**config.mk**
```make
export PLATFORM = sky130hd
export DESIGN_NAME = csp_top
export DESIGN_NICKNAME = d
export VERILOG_FILES = /design/src/csp_pkg.sv /design/src/csp_ctl_if.sv /design/src/csp_tick_gen.sv /design/src/csp_top.sv
export VERILOG_INCLUDE_DIRS = /design/src
export SDC_FILE = /design/constraint.sdc
export NUM_CORES = 1
export LEC_CHECK = 0
export BUFFER_PORTS_ARGS = -buffer_cell sky130_fd_sc_hd__buf_2
export CORE_MARGIN = 8
export CORE_UTILIZATION = 40
export CTS_BUF_LIST = sky130_fd_sc_hd__clkbuf_8
export DETAILED_ROUTE_END_ITERATION = 12
export MAX_ROUTING_LAYER = met4
export PLACE_DENSITY_LB_ADDON = 0.12
export SLEW_MARGIN = 20
export SYNTH_ARGS = -nofsm -noshare
export SYNTH_HDL_FRONTEND = slang
export SYNTH_SLANG_ARGS = --single-unit
```
**constraint.sdc**
```tcl
create_clock -name core_clk -period 3.7 [get_ports core_clk]
set_input_delay 0.74 -clock core_clk [delete_from_list [all_inputs] [get_ports core_clk]]
set_output_delay 0.74 -clock core_clk [all_outputs]
set_load 0.05 [all_outputs]
```
**src/csp_consts.svh**
```systemverilog
// constants for the clocked serial port: offsets, fields, counts
// assumes inclusion by name from every design file that needs them
`ifndef CSP_CONSTS_SVH
`define CSP_CONSTS_SVH
`define CSP_OFF_IRQ_FLAG  12'h304
`define CSP_OFF_IRQ_MASK  12'h320
`define CSP_OFF_PULLUP    12'h35C
`define CSP_OFF_CONFIG    12'h36C
`define CSP_OFF_RUN       12'h370
`define CSP_OFF_DATA_LO   12'h374
`define CSP_OFF_DATA_HI   12'h378
`define CSP_IDX_IRQ_FLAG  8'hC1
`define CSP_IDX_IRQ_MASK  8'hC8
`define CSP_IDX_PULLUP    8'hD7
`define CSP_IDX_CONFIG    8'hDB
`define CSP_IDX_RUN       8'hDC
`define CSP_IDX_DATA_LO   8'hDD
`define CSP_IDX_DATA_HI   8'hDE
`define CSP_BIT_PFS       3
`define CSP_BIT_ORDER     2
`define CSP_BIT_MASK_SIO  1
`define CSP_BIT_PORT2_PULLUP_ENABLE      2
`define CSP_BIT_RUN       1
`define CSP_BIT_TRIG      0
`define CSP_BIT_FLAG      0
`define CSP_NIB_RESET     4'h0
`define CSP_BITS          4'h8
`define CSP_MODE_CLK      2'h3
`define CSP_MODE_CLK2     2'h2
`define CSP_MODE_TIMER_OVERFLOW_SIGNAL    2'h1
`define CSP_MODE_SLAVE    2'h0
`define CSP_RESP_OKAY     2'h0
`define CSP_RESP_SLVERR   2'h2
`endif

```
**src/csp_pkg.sv**
```systemverilog
// types shared by the clocked serial port modules
// assumes nothing beyond a SystemVerilog compiler
package csp_pkg;
    // shift engine states, one-hot
    typedef enum logic [2:0] {
        CSP_IDLE  = 3'h1,
        CSP_LOW   = 3'h2,
        CSP_HIGH  = 3'h4
    } csp_state_t;
endpackage : csp_pkg

```
**src/csp_ctl_if.sv**
```systemverilog
// control bundle between register file and shift engine
// assumes one clock shared by both ends
`timescale 1ns/100ps
interface csp_ctl_if;
    logic       start;     // one-cycle trigger pulse
    logic       reinit;    // data register access pulse
    logic       lsb_first; // bit order
    logic [1:0] mode;      // clock mode
    logic       tick;      // master half-period enable
    logic [7:0] load_byte; // byte to send
    logic       running;   // engine busy
    logic       done;      // one-cycle end pulse
    logic [7:0] shreg;     // shift register contents
    modport regs (output start, reinit, lsb_first, mode, load_byte,
                  input running, done, shreg);
    modport eng  (input start, reinit, lsb_first, mode, tick, load_byte,
                  output running, done, shreg);
    modport gen  (input mode, output tick);
endinterface : csp_ctl_if

```
**src/csp_tick_gen.sv**
```systemverilog
// master shift clock rate: half-period enable pulses
// assumes timer overflow already synchronised to core_clk
`timescale 1ns/100ps
`include "csp_consts.svh"
module csp_tick_gen
    import csp_pkg::*;
(
    // clock and reset
    input  wire logic core_clk,
    input  wire logic rst_n,
    // timer overflow level, toggles each reload
    input  wire logic ovf_sync,
    // control bundle
    csp_ctl_if.gen    ctl
);
    logic div_q;  // cpu clock halving
    logic ovf_q;  // last overflow level

    // divider and overflow edge memory
    always_ff @(posedge core_clk) begin
        if (!rst_n) begin
            div_q <= 1'b0;
            ovf_q <= 1'b0;
        end else begin
            div_q <= ~div_q;
            ovf_q <= ovf_sync;
        end
    end

    // one half-period per tick; overflow edges give reload*2 period
    always_comb begin
        unique case (ctl.mode)
            `CSP_MODE_CLK:   ctl.tick = 1'b1;
            `CSP_MODE_CLK2:  ctl.tick = div_q;
            `CSP_MODE_TIMER_OVERFLOW_SIGNAL: ctl.tick = ovf_sync ^ ovf_q;
            default:         ctl.tick = 1'b0;
        endcase
    end
endmodule : csp_tick_gen

```
**src/csp_top.sv**
```systemverilog
// clocked serial port, eight bit, with axi4-lite register access
// assumes pins and timer overflow arrive asynchronous to core_clk
//
// The AXI4-Lite slave port is this design's own decision.
`timescale 1ns/100ps
`include "csp_consts.svh"
module csp_top
    import csp_pkg::*;
(
    // clock and reset
    input  wire logic        core_clk,
    input  wire logic        rst_n,
    // axi4-lite write address
    input  wire logic [11:0] s_axi_awaddr,
    input  wire logic        s_axi_awvalid,
    output logic             s_axi_awready,
    // axi4-lite write data
    input  wire logic [31:0] s_axi_wdata,
    input  wire logic [3:0]  s_axi_wstrb,
    input  wire logic        s_axi_wvalid,
    output logic             s_axi_wready,
    // axi4-lite write response
    output logic [1:0]       s_axi_bresp,
    output logic             s_axi_bvalid,
    input  wire logic        s_axi_bready,
    // axi4-lite read address
    input  wire logic [11:0] s_axi_araddr,
    input  wire logic        s_axi_arvalid,
    output logic             s_axi_arready,
    // axi4-lite read data
    output logic [31:0]      s_axi_rdata,
    output logic [1:0]       s_axi_rresp,
    output logic             s_axi_rvalid,
    input  wire logic        s_axi_rready,
    // port-2 pins, three signals each
    input  wire logic [3:0]  p2_in,
    output logic [3:0]       p2_out,
    output logic [3:0]       p2_oe,
    output logic             port2_pullup_enable,
    // general i/o side of port 2
    input  wire logic [3:0]  gpio_out,
    input  wire logic [3:0]  gpio_oe,
    output logic [3:0]       gpio_in,
    // timer overflow level and interrupt request
    input  wire logic        timer_overflow_signal,
    output logic             serial_irq
);
    csp_ctl_if ctl ();

    // registers
    logic       port_function_select_q;
    logic       bit_order_select_q;
    logic [1:0] clock_mode_q;
    logic       serial_irq_enable_q;
    logic       pullup_q;
    logic       serial_irq_flag_bit_q;
    // synchronisers: first stage read only by second
    logic [3:0] pin_s1_q, pin_s2_q;
    logic       ovf_s1_q, ovf_s2_q;
    // shift engine
    csp_state_t st_q;
    logic [7:0] shreg_q;
    logic [3:0] cnt_q;
    logic       sclk_q;     // active-low shift clock, high at rest
    logic       serial_data_out_q;
    logic       sclk_in_q;  // previous synced external clock
    logic       done_q;
    logic [7:0] tx_q;       // byte sent, apart from receive
    logic [2:0] samp_q;     // rise strobes, pin lag
    // axi handshake state
    logic        aw_held_q, w_held_q;
    logic [11:0] awaddr_q;
    logic [31:0] wdata_q;
    logic [3:0]  wstrb_q;
    logic        wr_go, rd_go;
    logic [7:0]  wr_idx, rd_idx;
    logic [3:0]  rd_val;
    logic        rd_ok, wr_ok;

    csp_tick_gen u_tick (
        .core_clk (core_clk),
        .rst_n    (rst_n),
        .ovf_sync (ovf_s2_q),
        .ctl      (ctl.gen)
    );

    // two-stage synchronisers for pins and timer overflow
    always_ff @(posedge core_clk) begin
        if (!rst_n) begin
            pin_s1_q <= 4'h0;
            pin_s2_q <= 4'h0;
            ovf_s1_q <= 1'b0;
            ovf_s2_q <= 1'b0;
        end else begin
            pin_s1_q <= p2_in;
            pin_s2_q <= pin_s1_q;
            ovf_s1_q <= timer_overflow_signal;
            ovf_s2_q <= ovf_s1_q;
        end
    end

    // ---- axi4-lite write path ----
    assign wr_go  = (aw_held_q || s_axi_awvalid) &&
                    (w_held_q || s_axi_wvalid) && !s_axi_bvalid;
    assign wr_idx = aw_held_q ? awaddr_q[9:2] : s_axi_awaddr[9:2];
    logic [31:0] wd;
    logic [3:0]  ws;
    logic        wr_lane;
    assign wd = w_held_q ? wdata_q : s_axi_wdata;
    assign ws = w_held_q ? wstrb_q : s_axi_wstrb;
    assign wr_lane = wr_go && ws[0];  // registers live in lane 0
    assign wr_ok = (wr_idx == `CSP_IDX_IRQ_FLAG) ||
                   (wr_idx == `CSP_IDX_IRQ_MASK) ||
                   (wr_idx == `CSP_IDX_PULLUP) ||
                   (wr_idx == `CSP_IDX_CONFIG) ||
                   (wr_idx == `CSP_IDX_RUN) ||
                   (wr_idx == `CSP_IDX_DATA_LO) ||
                   (wr_idx == `CSP_IDX_DATA_HI);

    // address and data accepted in either order, held till both
    always_ff @(posedge core_clk) begin
        if (!rst_n) begin
            aw_held_q     <= 1'b0;
            w_held_q      <= 1'b0;
            awaddr_q      <= 12'h000;
            wdata_q       <= 32'h0000_0000;
            wstrb_q       <= 4'h0;
            s_axi_awready <= 1'b1;
            s_axi_wready  <= 1'b1;
            s_axi_bvalid  <= 1'b0;
            s_axi_bresp   <= `CSP_RESP_OKAY;
        end else if (wr_go) begin
            aw_held_q     <= 1'b0;
            w_held_q      <= 1'b0;
            s_axi_awready <= 1'b0;
            s_axi_wready  <= 1'b0;
            s_axi_bvalid  <= 1'b1;
            s_axi_bresp   <= wr_ok ? `CSP_RESP_OKAY : `CSP_RESP_SLVERR;
        end else begin
            if (s_axi_awvalid && s_axi_awready) begin
                aw_held_q     <= 1'b1;
                awaddr_q      <= s_axi_awaddr;
                s_axi_awready <= 1'b0;
            end
            if (s_axi_wvalid && s_axi_wready) begin
                w_held_q     <= 1'b1;
                wdata_q      <= s_axi_wdata;
                wstrb_q      <= s_axi_wstrb;
                s_axi_wready <= 1'b0;
            end
            if (s_axi_bvalid && s_axi_bready) begin
                s_axi_bvalid  <= 1'b0;
                s_axi_awready <= 1'b1;
                s_axi_wready  <= 1'b1;
            end
        end
    end

    // ---- axi4-lite read path ----
    assign rd_go  = s_axi_arvalid && s_axi_arready;
    assign rd_idx = s_axi_araddr[9:2];
    always_comb begin
        rd_ok  = 1'b1;
        rd_val = 4'h0;
        unique case (rd_idx)
            `CSP_IDX_IRQ_FLAG: rd_val = {3'h0, serial_irq_flag_bit_q};
            `CSP_IDX_IRQ_MASK: rd_val = {2'h0, serial_irq_enable_q, 1'b0};
            `CSP_IDX_PULLUP:   rd_val = {1'b0, pullup_q, 2'h0};
            `CSP_IDX_CONFIG:   rd_val = {port_function_select_q,
                                         bit_order_select_q, clock_mode_q};
            `CSP_IDX_RUN:      rd_val = {2'h0, ctl.running, 1'b0};
            `CSP_IDX_DATA_LO:  rd_val = shreg_q[3:0];
            `CSP_IDX_DATA_HI:  rd_val = shreg_q[7:4];
            default:           rd_ok  = 1'b0;
        endcase
    end

    // one read at a time; answer the edge after the address
    always_ff @(posedge core_clk) begin
        if (!rst_n) begin
            s_axi_arready <= 1'b1;
            s_axi_rvalid  <= 1'b0;
            s_axi_rdata   <= 32'h0000_0000;
            s_axi_rresp   <= `CSP_RESP_OKAY;
        end else if (rd_go) begin
            s_axi_arready <= 1'b0;
            s_axi_rvalid  <= 1'b1;
            s_axi_rdata   <= {28'h0000000, rd_val};
            s_axi_rresp   <= rd_ok ? `CSP_RESP_OKAY : `CSP_RESP_SLVERR;
        end else if (s_axi_rvalid && s_axi_rready) begin
            s_axi_rvalid  <= 1'b0;
            s_axi_arready <= 1'b1;
        end
    end

    // ---- software registers ----
    always_ff @(posedge core_clk) begin
        if (!rst_n) begin
            port_function_select_q <= 1'b0;
            bit_order_select_q     <= 1'b0;
            clock_mode_q           <= `CSP_MODE_SLAVE;
            serial_irq_enable_q    <= 1'b0;
            pullup_q               <= 1'b0;
        end else if (wr_lane) begin
            if (wr_idx == `CSP_IDX_CONFIG) begin
                port_function_select_q <= wd[`CSP_BIT_PFS];
                bit_order_select_q     <= wd[`CSP_BIT_ORDER];
                clock_mode_q           <= wd[1:0];
            end
            if (wr_idx == `CSP_IDX_IRQ_MASK)
                serial_irq_enable_q <= wd[`CSP_BIT_MASK_SIO];
            if (wr_idx == `CSP_IDX_PULLUP)
                pullup_q <= wd[`CSP_BIT_PORT2_PULLUP_ENABLE];
        end
    end

    // bundle fields towards the engine
    assign ctl.lsb_first = bit_order_select_q;
    assign ctl.mode      = clock_mode_q;
    // trigger ignored while running: given once per run
    assign ctl.start = wr_lane && (wr_idx == `CSP_IDX_RUN) &&
                       wd[`CSP_BIT_TRIG] && !ctl.running;
    // any data register read, or data register write with lane 0 strobed, while idle raises reinit, which the shift engine never reads
    assign ctl.reinit = !ctl.running &&
        ((wr_lane && (wr_idx == `CSP_IDX_DATA_LO ||
                      wr_idx == `CSP_IDX_DATA_HI)) ||
         (rd_go && (rd_idx == `CSP_IDX_DATA_LO ||
                    rd_idx == `CSP_IDX_DATA_HI)));
    assign ctl.load_byte = shreg_q;
    assign ctl.running   = (st_q != CSP_IDLE);
    assign ctl.done      = done_q;
    assign ctl.shreg     = shreg_q;

    // interrupt flag: set wins over clear-on-read
    always_ff @(posedge core_clk) begin
        if (!rst_n)
            serial_irq_flag_bit_q <= 1'b0;
        else if (done_q)
            serial_irq_flag_bit_q <= 1'b1;
        else if (rd_go && rd_idx == `CSP_IDX_IRQ_FLAG)
            serial_irq_flag_bit_q <= 1'b0;
    end

    // ---- shift engine ----
    logic ext_rise, ext_fall, step_fall, step_rise, master;
    assign master    = (clock_mode_q != `CSP_MODE_SLAVE);
    assign ext_rise  = pin_s2_q[2] && !sclk_in_q;
    assign ext_fall  = !pin_s2_q[2] && sclk_in_q;
    assign step_fall = master ? ctl.tick : ext_fall;
    assign step_rise = master ? ctl.tick : ext_rise;

    // external clock edge memory
    always_ff @(posedge core_clk) begin
        if (!rst_n)
            sclk_in_q <= 1'b1;
        else
            sclk_in_q <= pin_s2_q[2];
    end

    // state, counter, shift clock and data shifting
    always_ff @(posedge core_clk) begin
        if (!rst_n) begin
            st_q   <= CSP_IDLE;
            cnt_q  <= 4'h0;
            sclk_q <= 1'b1;
            serial_data_out_q <= 1'b1;
            done_q <= 1'b0;
            samp_q <= 3'h0;
        end else begin
            done_q <= 1'b0;
            // own clock reaches the synced pin three cycles late
            samp_q <= {samp_q[1:0], st_q == CSP_LOW && step_rise};
            unique case (st_q)
                CSP_IDLE: begin
                    sclk_q <= 1'b1;
                    if (ctl.start) begin
                        st_q  <= CSP_HIGH;
                        tx_q  <= shreg_q;
                        cnt_q <= 4'h0;
                    end
                end
                CSP_HIGH: begin
                    // falling edge: present next bit
                    if (step_fall) begin
                        sclk_q <= 1'b0;
                        serial_data_out_q <= bit_order_select_q ?
                            tx_q[cnt_q[2:0]] : tx_q[~cnt_q[2:0]];
                        st_q   <= CSP_LOW;
                    end
                end
                CSP_LOW: begin
                    // rising edge: sample and count
                    if (step_rise) begin
                        sclk_q <= 1'b1;
                        cnt_q  <= cnt_q + 4'h1;
                        if (cnt_q == `CSP_BITS - 4'h1) begin
                            st_q   <= CSP_IDLE;
                            done_q <= 1'b1;
                        end else
                            st_q <= CSP_HIGH;
                    end
                end
                default: st_q <= CSP_IDLE;
            endcase
        end
    end

    // shift register: software nibbles when idle, bits on each rise, three cycles late in master modes
    always_ff @(posedge core_clk) begin
        if (!rst_n)
            shreg_q <= {`CSP_NIB_RESET, `CSP_NIB_RESET};
        else if (master ? samp_q[2] : st_q == CSP_LOW && step_rise) begin
            if (bit_order_select_q)
                shreg_q <= {pin_s2_q[0], shreg_q[7:1]};
            else
                shreg_q <= {shreg_q[6:0], pin_s2_q[0]};
        end else if (wr_lane && !ctl.running) begin
            if (wr_idx == `CSP_IDX_DATA_LO)
                shreg_q[3:0] <= wd[3:0];
            if (wr_idx == `CSP_IDX_DATA_HI)
                shreg_q[7:4] <= wd[3:0];
        end
    end

    // pin muxing, registered outputs
    always_ff @(posedge core_clk) begin
        if (!rst_n) begin
            p2_out              <= 4'h0;
            p2_oe               <= 4'h0;
            gpio_in             <= 4'h0;
            port2_pullup_enable <= 1'b0;
            serial_irq          <= 1'b0;
        end else begin
            port2_pullup_enable <= pullup_q;
            serial_irq <= serial_irq_flag_bit_q && serial_irq_enable_q;
            gpio_in    <= pin_s2_q;
            if (port_function_select_q) begin
                // pin 0 in, pin 1 out, pin 2 clock, pin 3 unused
                p2_out <= {1'b0, sclk_q, serial_data_out_q, 1'b0};
                p2_oe  <= {1'b0, master, 1'b1, 1'b0};
            end else begin
                p2_out <= gpio_out;
                p2_oe  <= gpio_oe;
            end
        end
    end
endmodule : csp_top

```
**Word level (Yosys, flattened, before mapping)**

Cells that the tools add are included.
Widths: inputs -> output; s select.

- Reductions and logical operators: 56
- $add $sub $neg: 1
- Muxes and demuxes: 49
- Bitwise operators: 5
- Equal/unequal tests: 25
- Order comparisons: 2

Operators by type and width:

| operator | number |
|---|---|
| $eq 8x8->1 const B | 14 |
| $mux 8 | 4 |
| $pmux 4 s7 | 1 |
| $mux 1 | 25 |
| $mux 4 | 5 |
| $mux 3 | 6 |
| $logic_and 1x1->1 | 17 |
| $reduce_and 2->1 | 8 |
| $reduce_bool 2->1 | 8 |
| $reduce_and 3->1 | 5 |
| $pmux 3 s3 | 1 |
| $reduce_bool 3->1 | 3 |
| $logic_or 1x1->1 | 8 |
| $lt 3x4->1 const B | 2 |
| $pmux 4 s2 | 1 |
| $reduce_or 7->1 | 1 |
| $bmux 1 s3 | 2 |
| $ne 2x2->1 const B | 3 |
| $pmux 1 s3 | 2 |
| $add 4x1->4 const B | 1 |
| $eq 2x2->1 const B | 2 |
| $eq 4x3->1 const B | 1 |
| $logic_not 1->1 | 4 |
| $mux 2 | 2 |
| 9 further kinds | 12 |

- Register bits after elaboration: 93
- Bits of input ports: 80
- Word-level logic and storage cells: 180
- Output and inout port bits: 55

**Longest topological paths before layout**

Gate-level depths: netlist of the first run.

- Depth after elaboration: 9
- Gate-level depth with buffers: 8
- Mapped depth without buffers: 5

**Hierarchy**

Synthesis of the first run repeated with hierarchy kept, for this count alone.

- Cells, all modules: 448
- Area, all modules: 4251.6 um2

Modules (own cells, without submodules):

| module | instances | cells each | area each (um2) | seq. area each (um2) |
|---|---|---|---|---|
| csp_top | 1 | 440 | 4175.3 | 1821.7 |
| csp_tick_gen | 1 | 8 | 76.3 | 40.0 |

**Worst setup path before layout of the first run**

No wires, ideal clock.

- Kind: input to register
- From: input s_axi_awaddr[7]
- To: register tx_q[0] (enable)
- Required time: 3.330 ns
- Stages: 4
- Library setup time: 0.370 ns
- Buffers on the path: 0
- Setup slack: 1.375 ns
- Data arrival time: 1.955 ns
- Cell sequence: and4bb_2 > o211ai_2 > or3_4 > nor2_1

- Word-level cells in the longest chain between the ends: 6

RTL lines:

| what | line | source |
|---|---|---|
| start: declaration | csp_top.sv:14 | `input wire logic [11:0] s_axi_awaddr,` |
| $mux 8 | csp_top.sv:105 | `assign wr_idx = aw_held_q ? awaddr_q[9:2] : s_axi_awaddr[9:2];` |
| $eq 8x8->1 (no source line) | -- |  |
| $logic_and 1x1->1 (3 in series) | csp_top.sv:221 | `` assign ctl.start = wr_lane && (wr_idx == `CSP_IDX_RUN) && `` |
| $reduce_and 3->1 (no source line) | -- |  |
| end signal: assignment | csp_top.sv:278 | `tx_q <= shreg_q;` |
| end: declaration | csp_top.sv:68 | `logic [7:0] tx_q;` |

No other way between the ends.
A chain may end at the register's enable or synchronous reset.

**Final worst setup path of the first run**

- From: register aw_held_q
- To: register tx_q[6] (enable)

- Word-level cells in the longest chain between the ends: 8
- Elaborated cells on any way between the ends: 10
- Classes of those cells: eq/ne (1); mux (1); reduce/logical (8)

RTL lines:

| what | line | source |
|---|---|---|
| start: declaration | csp_top.sv:71 | `logic aw_held_q, w_held_q;` |
| start signal: assignment | csp_top.sv:123 | `aw_held_q <= 1'b0;` |
| start signal: assignment | csp_top.sv:133 | `aw_held_q <= 1'b0;` |
| start signal: assignment | csp_top.sv:141 | `aw_held_q <= 1'b1;` |
| branches (longest 4 deep; another with $mux 8) | -- |  |
| $logic_and 1x1->1 * (3 in series) | csp_top.sv:221 |  |
| $reduce_and 3->1 (no source line) * | -- |  |

Mark *: on every way between the ends.

==> results.ini, run 1 <==
[outcome]
status=complete, no violations

[grt]
grt_pass1_vias=3171
grt_max_degree=56
grt_overflow_total=0
antenna_found_initial=0
grt_pass1_wl_um=16400
track_usage_pct=14.2

[hold_path]
holdCritPathClass=reg -> reg

[timing]
fin_worst_skew_ns=0.0105
rsz0062_at_grt=no
slew_headroom_pct=57.1
slew_violations=0
worstMarginPinSlew_ns=0.643
final-setup-viol-count=0
finalCritPeriodShare_pct=68.2
fin_ws_ns=1.18
fin_crit_ns=2.52
hold_viol_final=0
fmaxAchievable_mhz=397
fin_tns_setup_ns=0

[pwr]
power.density_mw_per_mm2=414
p_leak_nw=1.98
irDropWorstVdd_uv=177

[synth]
ys_seq_elements=89
ys_async_sr_fraction_pct=0
ys.flop_type=dfxtp_1
synthesis.instances=455
synth_compound_area_share_pct=13.7
synth_cell_types=78
synth_fa_ha_area_share_pct=0.286
synthMuxAreaShare_pct=12.7
synth-simple-area-share_pct=21.9
synth_xor_xnor_area_share_pct=0.200
synth_top_family_by_area=simple AND/OR/NAND/NOR gates
synth_edf_count=8
synth_warnings=0
synth_area_per_cell_um2=9.63
synthesis.area_mm2=0.00438
ys_seq_area_share_pct=42.5

[layout]
layout.nets=591
layout.cells.non_filler=655
final_util_pct=45.3
area_delta_synth_final_pct=11.1
n_fill_cell=1096
n_antenna_cell=0
finish.instance_area_mm2=0.00487
layout-drive-gt1-share_pct=23.1

[worst_setup_path]
worst_ep_arrival_time_ns=2.52
r2r-end=tx_q[6]
start_kind=flop
r2r_slack_ns=1.18
r2r-start=aw_held_q
startpoint=aw_held_q
cp-endpoint=tx_q[6]
required_ns=3.69
critical_path.max_fanout=21
crit_type=reg -> reg
r2r_cells=4
cp-end-kind=flop

[clocking]
post_cts_buffers=0
cts_buffers=9
cts.repair.resized=0
insertion_delay_ns=0.36
htreeDepth=3
cts_tree=yes
clk_path_buf_depth=2
clk_pin_slew_worst_paths_ns=0.09
cts-root-buf=clkbuf_8
cts.sinks=89
postCtsHoldBufs=0

[route]
wire_per_inst_um=15.3
wirelength_um=9990
viasPerCell=5.09
remaining_drc_errors=0
ant_nets=0
drt_iter0_markers=198
firstDrtPassIters=4
vias=3334

[floorplan]
core_area_mm2=0.0107
die-area_mm2=0.0146
die_w_um=121
dieHeight_um=121
fp-row-count=38
initial_core_util_pct=40.8
io_pins=135

[placed_design]
io_buffers=65
place_area_mm2=0.00467
dpl.cell_count=639
pre_cts_ws_ns=1.08
dpl.hpwl_um=7450
place.gp.congestion=0.799

[run]
maxCapViolCount=0

-- stage by stage --
| stage | total power [W] | hold WS, ns |
|---|---|---|
| 2_1_floorplan | 0.00131 | 0.411 |
| 6_report | 0.00201 | 0.438 |
| 3_3_place_gp | 0.00135 | 0.414 |
| 4_1_cts | 0.00204 | 0.439 |
| 3_5_place_dp | 0.00135 | 0.418 |
| 5_1_grt | 0.00211 | 0.464 |
-- layout by cell type (no fill, tap or decap), types with 7 or more instances in the layout --
cell type	netlist	routed
dfxtp_1	81	81
buf_2	6	65
nor2_1	41	41
mux2i_1	34	34
conb_1	1	30
nand2_1	29	29
and2_1	22	22
nand2b_1	18	18
a21oi_1	15	15
nand3_1	15	15
inv_1	11	12
mux2_2	11	11
clkbuf_8	0	9
edfxtp_1	8	8
o31ai_1	7	7
-- per-layer routing --
| layer | GRT usage, % | share of wire, % | up-vias |
|---|---|---|---|
| met5 | - | 0 | - |
| met4 | 4.22 | 1.3 | 0 |
| met3 | 3.45 | 4.9 | 11 |
| met2 | 21.3 | 45 | 78 |
| met1 | 18.7 | 49 | 1571 |
| li1 | - | - | 1674 |
-- how the worst min path moves through the flow --
stage / from / to / slack, ns / depth (start not counted)
floorplan: ctl.done / serial_irq_flag_bit_q / 0.41 / 2
global placement: ovf_s1_q / ovf_s2_q / 0.41 / 1
detailed placement: ovf_s1_q / ovf_s2_q / 0.42 / 1
CTS: pin_s1_q[3] / pin_s2_q[3] / 0.44 / 1
global route: pin_s1_q[3] / pin_s2_q[3] / 0.46 / 1
finish: ovf_s1_q / ovf_s2_q / 0.44 / 1
-- power by group --
group          switching [W]  total (W)  internal (W)
Combinational       0.000211   0.000298     0.0000874
Sequential         0.0000287    0.00103       0.00100
Clock               0.000367   0.000686      0.000319
-- state kept, by name, indices dropped and copies added (netlist names), 3 cells and up --
name,flops
samp_q,3
awaddr_q,8
ctl.load_byte,8
gpio_in,4
p2_oe,4
wdata_q,4
p2_out,4
s_axi_rdata,4
st_q,3
tx_q,8
cnt_q,4
pin_s1_q,4
pin_s2_q,4
-- logic make-up after synthesis --
kind of cell | Yosys count
AND/OR/NAND/NOR | 171
AO/OA/AOI/OAI | 79
other | 1
buffers and inverters | 64
multiplexers | 49
flip-flops | 89
adder cells (fa/ha/maj) | 1
XOR/XNOR | 1
-- synth_stat cells (all sizes together) (4+ instances only) --
cell type  count  area share [%]
nor3b          5             1.1
mux2i         34             7.8
nand4          5            0.71
clkbuf        12             1.1
nand2b        18             2.6
dfxtp         81              37
nand2         29             2.5
and2          23             3.3
nor2          41             3.5
nor2b          6            0.86
nor3           7             1.2
edfxtp         8             5.5
a22oi          5             1.2
a22o           5             1.0
nand3         16             1.9
o22ai          6            0.86
a21oi         16             1.9
buf           40             6.6
o21ai         11             1.3
mux2          11             2.8
inv           11            0.94
o31ai          7             1.2
mux4           4             2.1
-- critical path, cell delays in order, from the launching register on --
cell and delay, ns:
dfxtp_1 0.74, and4b_1 0.34, o211ai_2 0.18, or3_4 0.44
nor2_1 0.46
-- cell type report --
| cell class | count | area [um^2] | area share [%] |
|---|---|---|---|
| Sequential cell | 89 | 1860 | 38.2 |
| Inverter | 12 | 45.0 | 0.925 |
| Tap cell | 140 | 175 | 3.60 |
| Multi-Input combinational cell | 331 | 2250 | 46.2 |
| Timing Repair Buffer | 67 | 340 | 6.99 |
| Clock inverter | 7 | 75.1 | 1.54 |
| Clock buffer | 9 | 124 | 2.54 |
Note: power is estimated with default switching activity, not from simulation.
==> run 2, diff against run 1 <==
Clock period 3.7 ns to 2.1 ns, I/O delays scaled along.
==> results.ini, run 2 (synthesized netlist as in run 1, its figures left out) <==
[outcome]
status=complete, no violations

[worst_setup_path]
worst_ep_arrival_time_ns=1.95  ; -0.57 ns
critPathMaxStageDelay_ns=0.46  ; -0.28 ns
crit_type=reg -> reg
start_kind=flop
required_ns=2.16  ; -1.53 ns
crit_path_cell_trace=and4b_1 > o211ai_2 > or3_4 > nor2_2 > buf_4
critical_path.max_fanout=9  ; -57%
cp-end-kind=flop
crit_family=simple AND/OR/NAND/NOR gates
cp_num_buf_inv=1  ; +1
worst-path-stages=5  ; +1
r2r_cells=5  ; +1
cp_slowest_cell=or3_4

[timing]
fmaxAchievable_mhz=529  ; +33%
fin_crit_ns=1.89  ; -0.630 ns
fin_worst_skew_ns=0.0106  ; +0.000134 ns
holdWs_ns=0.269  ; -0.169 ns
slew_violations=0  ; unchanged
fin_tns_setup_ns=0  ; unchanged
slew_headroom_pct=55.8  ; -1.2 points
rsz0062_at_grt=no
final-setup-viol-count=0  ; unchanged
worstMarginPinSlew_ns=0.661  ; +0.0183 ns
finalCritPeriodShare_pct=90.1  ; +22 points
hold_viol_final=0  ; unchanged

[route]
drt_iter0_markers=180  ; -9.1%
remaining_drc_errors=0  ; unchanged
ant_nets=0  ; unchanged
vias=3369  ; +1.0%
viasPerCell=5.07  ; -0.47%
wire_per_inst_um=15.2  ; -0.16%
firstDrtPassIters=4  ; unchanged
wirelength_um=10100  ; +1.4%

[clocking]
cts_tree=yes
insertion_delay_ns=0.35  ; about the same
clk_pin_slew_worst_paths_ns=0.09  ; about the same
clk_path_buf_depth=2  ; unchanged
htreeDepth=3  ; unchanged
postCtsHoldBufs=0  ; unchanged
cts.sinks=89  ; unchanged
cts_buffers=9  ; unchanged
cts.repair.resized=0  ; unchanged
post_cts_buffers=0  ; unchanged
cts-root-buf=clkbuf_8

[layout]
area_delta_synth_final_pct=14.0
layout.cells.non_filler=665  ; +1.5%
n_antenna_cell=0  ; unchanged
finish.instance_area_mm2=0.00499  ; +2.6%
n_fill_cell=1112  ; +1.5%
mostFrequentLayoutCell=dfxtp_1
final_cell_mix=80 x dfxtp_1, 65 x buf_2, 40 x nor2_1, 34 x mux2i_1, 30 x conb_1
layout-drive-gt1-share_pct=24.6  ; +1.5 points
layout.nets=601  ; +1.7%

[grt]
grt_pass1_wl_um=16800  ; +2.5%
grt_overflow_total=0  ; unchanged
track_usage_pct=14.7  ; +0.50 points
antenna_found_initial=0  ; unchanged
grt_max_degree=56  ; unchanged
grt_pass1_vias=3328  ; +5.0%

[hold_path]
hold_depth=2  ; +1
holdCritPathClass=in -> reg

[pwr]
combPwrFrac_pct=14.8  ; about the same
pwr-share-seq_pct=48.7  ; -2.4 points
power_switching_w=0.00101  ; +66%
power.share.clock_pct=36.5  ; +2.5 points
irDropWorstVdd_uv=405  ; +130%
power.density_mw_per_mm2=743  ; +80%
p_leak_nw=2.05  ; +4.0%
p_int_w=0.00270  ; +92%
switching_share_pct=27.2  ; -2.9 points

[placed_design]
place_area_mm2=0.00476  ; +1.9%
io_buffers=65  ; unchanged
place.gp.congestion=0.788  ; -1.3%
dpl.hpwl_um=7660  ; +2.9%
dpl.cell_count=649  ; +1.6%

[floorplan]
die-area_mm2=0.0146  ; unchanged
die_w_um=121  ; unchanged
io_pins=135  ; unchanged
core_area_mm2=0.0107  ; unchanged
dieHeight_um=121  ; unchanged
initial_core_util_pct=40.8  ; unchanged
fp-row-count=38  ; unchanged

[run]
maxCapViolCount=0  ; unchanged

## run 2: power by group through the flow
stage	sequential (W)	clock, W	combinational, W
finish	0.00181	0.00136	0.000548
global route	0.00182	0.00147	0.000594
CTS	0.00181	0.00140	0.000550
detailed placement	0.00185	0	0.000548
global placement	0.00185	0	0.000544
floorplan	0.00191	0	0.000388
## run 2: routing by layer
| metal | global-route usage [%] | part of all wire [%] | vias to the layer above |
|---|---|---|---|
| met5 | - | 0 | - |
| met4 | 4.84 | 1.2 | 0 |
| met3 | 3.59 | 3.8 | 13 |
| met2 | 22.2 | 46 | 80 |
| met1 | 19.0 | 49 | 1583 |
| li1 | - | - | 1693 |
## run 2: area by class of cell
type / count / area [um^2] / area share (%)
clock buffer: 9 / 124 / 2.48
clock inverter: 7 / 105 / 2.10
inverter: 12 / 45.0 / 0.902
multi-input combinational: 331 / 2250 / 45.1
sequential: 89 / 1860 / 37.3
tap: 140 / 175 / 3.51
timing repair buffer: 77 / 428 / 8.57
## run 2: path summary, 6_finish.rpt
kind / endpoint / startpoint / slack [ns]
hold reg to reg: pin_s2_q[2] / pin_s1_q[2] / 0.44
setup reg to reg: tx_q[4] / aw_held_q / 0.21
hold / removal: pin_s1_q[1] / p2_in[1] / 0.27
setup / recovery: tx_q[4] / aw_held_q / 0.21
## run 2: through the flow
step                power (W)  utilization (%)  setup WS [ns]
floorplan             0.00230                -          0.115
global placement      0.00239             44.3         0.0813
detailed placement    0.00240             44.3         0.0681
CTS                   0.00376             46.4         0.0880
global route          0.00388             46.5         0.0584
finish                0.00371             46.5          0.209
## run 2: worst register-to-register path, stage by stage, from the launching register on
cell and delay, ns:
dfxtp_2 0.42, and4b_1 0.28, o211ai_2 0.18, or3_4 0.46, nor2_2 0.09, buf_4 0.16
==> run 3, diff against run 2 <==
Settings changed: BUFFER_PORTS_ARGS -buffer_cell sky130_fd_sc_hd__buf_2 to default, DONT_BUFFER_PORTS from default to 1.
==> results.ini, run 3 (synthesized netlist as in run 1, its figures left out) <==
[floorplan]
fp-row-count=38  ; unchanged
die_w_um=121  ; unchanged
dieHeight_um=121  ; unchanged
core_area_mm2=0.0107  ; unchanged
io_pins=135  ; unchanged
die-area_mm2=0.0146  ; unchanged
initial_core_util_pct=40.8  ; unchanged

[timing]
slew_headroom_pct=58.7  ; +2.9 points
final-setup-viol-count=0  ; unchanged
slew_violations=0  ; unchanged
fin_worst_skew_ns=0.0118  ; +0.00124 ns
rsz0062_at_grt=no
worstMarginPinSlew_ns=0.618  ; -0.0435 ns
fin_tns_setup_ns=0  ; unchanged
finalCritPeriodShare_pct=91.4  ; +1.3 points
fmaxAchievable_mhz=521  ; -1.5%
fin_crit_ns=1.92  ; +0.0281 ns
hold_viol_final=0  ; unchanged

[clocking]
insertion_delay_ns=0.35  ; about the same
cts_buffers=9  ; unchanged
clk_path_buf_depth=2  ; unchanged
cts_tree=yes
post_cts_buffers=0  ; unchanged
cts.sinks=89  ; unchanged
clk_pin_slew_worst_paths_ns=0.09  ; about the same
cts-root-buf=clkbuf_8
htreeDepth=3  ; unchanged

[grt]
use_met2_pct=22.1  ; -0.10 points
grt_busiest_layer=met2
antenna_found_initial=0  ; unchanged
grt_overflow_total=0  ; unchanged
track_usage_pct=14.2  ; -0.53 points
grt_max_degree=57  ; +1.8%
grt_pass1_wl_um=16300  ; -3.1%
grt_pass1_vias=3091  ; -7.1%
met3_usage_pct=2.89  ; -0.70 points
use_met1_pct=18.2  ; -0.81 points

[placed_design]
dpl.hpwl_um=7550  ; -1.5%
place.gp.congestion=0.782  ; -0.81%
io_buffers=0  ; -100%

[worst_setup_path]
cp-end-kind=flop
r2r_cells=6  ; +1
required_ns=2.16  ; about the same
crit_type=reg -> reg
r2r-start=aw_held_q
start_kind=flop
r2r_slack_ns=0.18  ; -0.03 ns
r2r-end=tx_q[3]
worst_ep_arrival_time_ns=1.98  ; +0.03 ns
critical_path.max_fanout=10  ; +1

[layout]
layout.nets=541  ; -10%
final_cell_mix=80 x dfxtp_1, 40 x nor2_1, 34 x mux2i_1, 30 x conb_1, 29 x nand2_1
area_delta_synth_final_pct=6.80
layout-drive-gt1-share_pct=15.3  ; -9.3 points
n_antenna_cell=0  ; unchanged
mostFrequentLayoutCell=dfxtp_1

[outcome]
status=complete, no violations

[route]
viasPerCell=5.16  ; +1.8%
ant_nets=0  ; unchanged
wirelength_um=10100  ; -0.75%
wire_per_inst_um=16.6  ; +9.1%
vias=3121  ; -7.4%
drt_iter0_markers=143  ; -21%
firstDrtPassIters=4  ; unchanged
remaining_drc_errors=0  ; unchanged

[hold_path]
hold_depth=1  ; -1
holdPathEnd=serial_data_out_q
hp-start=rst_n
holdCritPathClass=in -> reg

[pwr]
power_w=0.00349  ; -6.1%
irDropWorstVdd_uv=377  ; -6.9%
power.density_mw_per_mm2=745  ; +0.28%
p_leak_nw=1.78  ; -13%

[run]
maxCapViolCount=0  ; unchanged

-- run 3: changes by cell type in the layout (fill, tap and decap cells not counted), moves of 2 or more --
cell / change
clkbuf_8: +2
bufinv_16: -2
buf_4: +5
buf_2: -65
inv_1: -3
-- run 3: area by class of cell --
| class | instances | area (um^2) |
|---|---|---|
| Timing Repair Buffer | 17 | 140 |
| Fill cell | 1088 | 6070 |
| Inverter | 12 | 45.0 |
| Clock inverter | 5 | 53.8 |
| Clock buffer | 11 | 151 |
| Sequential cell | 89 | 1860 |
| Tap cell | 140 | 175 |
| Multi-Input combinational cell | 331 | 2250 |
-- run 3: worst max path at each step --
stage,from,endpoint,slack [ns],depth (start not counted)
2_1_floorplan,s_axi_bvalid,tx_q[0],0.12,4
3_3_place_gp,aw_held_q,tx_q[0],0.11,5
3_5_place_dp,aw_held_q,tx_q[0],0.13,6
4_1_cts,aw_held_q,tx_q[3],0.07,6
5_1_grt,aw_held_q,tx_q[0],0.06,6
6_report,aw_held_q,tx_q[3],0.18,6
-- run 3: what timing repair did --
item / CTS / global route
setup endpoints to repair: 0 / 9
resized for setup: 0 / 1
hold buffers: 0 / 0
-- run 3: per-layer routing --
| metal | wire, um | vias up |
|---|---|---|
| li1 | - | 1576 |
| met1 | 4830 | 1462 |
| met3 | 483 | 10 |
| met2 | 4590 | 73 |
| met4 | 148 | 0 |
| met5 | 0 | - |
-- run 3: power by group --
group | switching, W | total, W | internal, W
clock | 0.000599 | 0.00121 | 0.000613
combinational | 0.000281 | 0.000413 | 0.000132
sequential | 0.0000981 | 0.00186 | 0.00176
-- run 3: critical path: stages, from the launching register on --
cell and delay (ns):
dfxtp_2 0.39, buf_4 0.17, nor3_1 0.26, o21ai_1 0.12, or3_4 0.44, nor2_2 0.09
buf_4 0.16
-- run 3: through the flow --
| stage | setup slack, ns | hold slack [ns] | instances | cell area (um^2) | util (%) |
|---|---|---|---|---|---|
| floorplan | 0.115 | 0.411 | 484 | 4490 | - |
| global placement | 0.109 | 0.416 | 589 | 4470 | 41.6 |
| detailed placement | 0.126 | 0.421 | 589 | 4470 | 41.6 |
| CTS | 0.0746 | 0.137 | 605 | 4680 | 43.5 |
| global route | 0.0646 | 0.149 | 605 | 4680 | 43.5 |
| finish | 0.180 | 0.148 | 605 | 4680 | 43.5 |
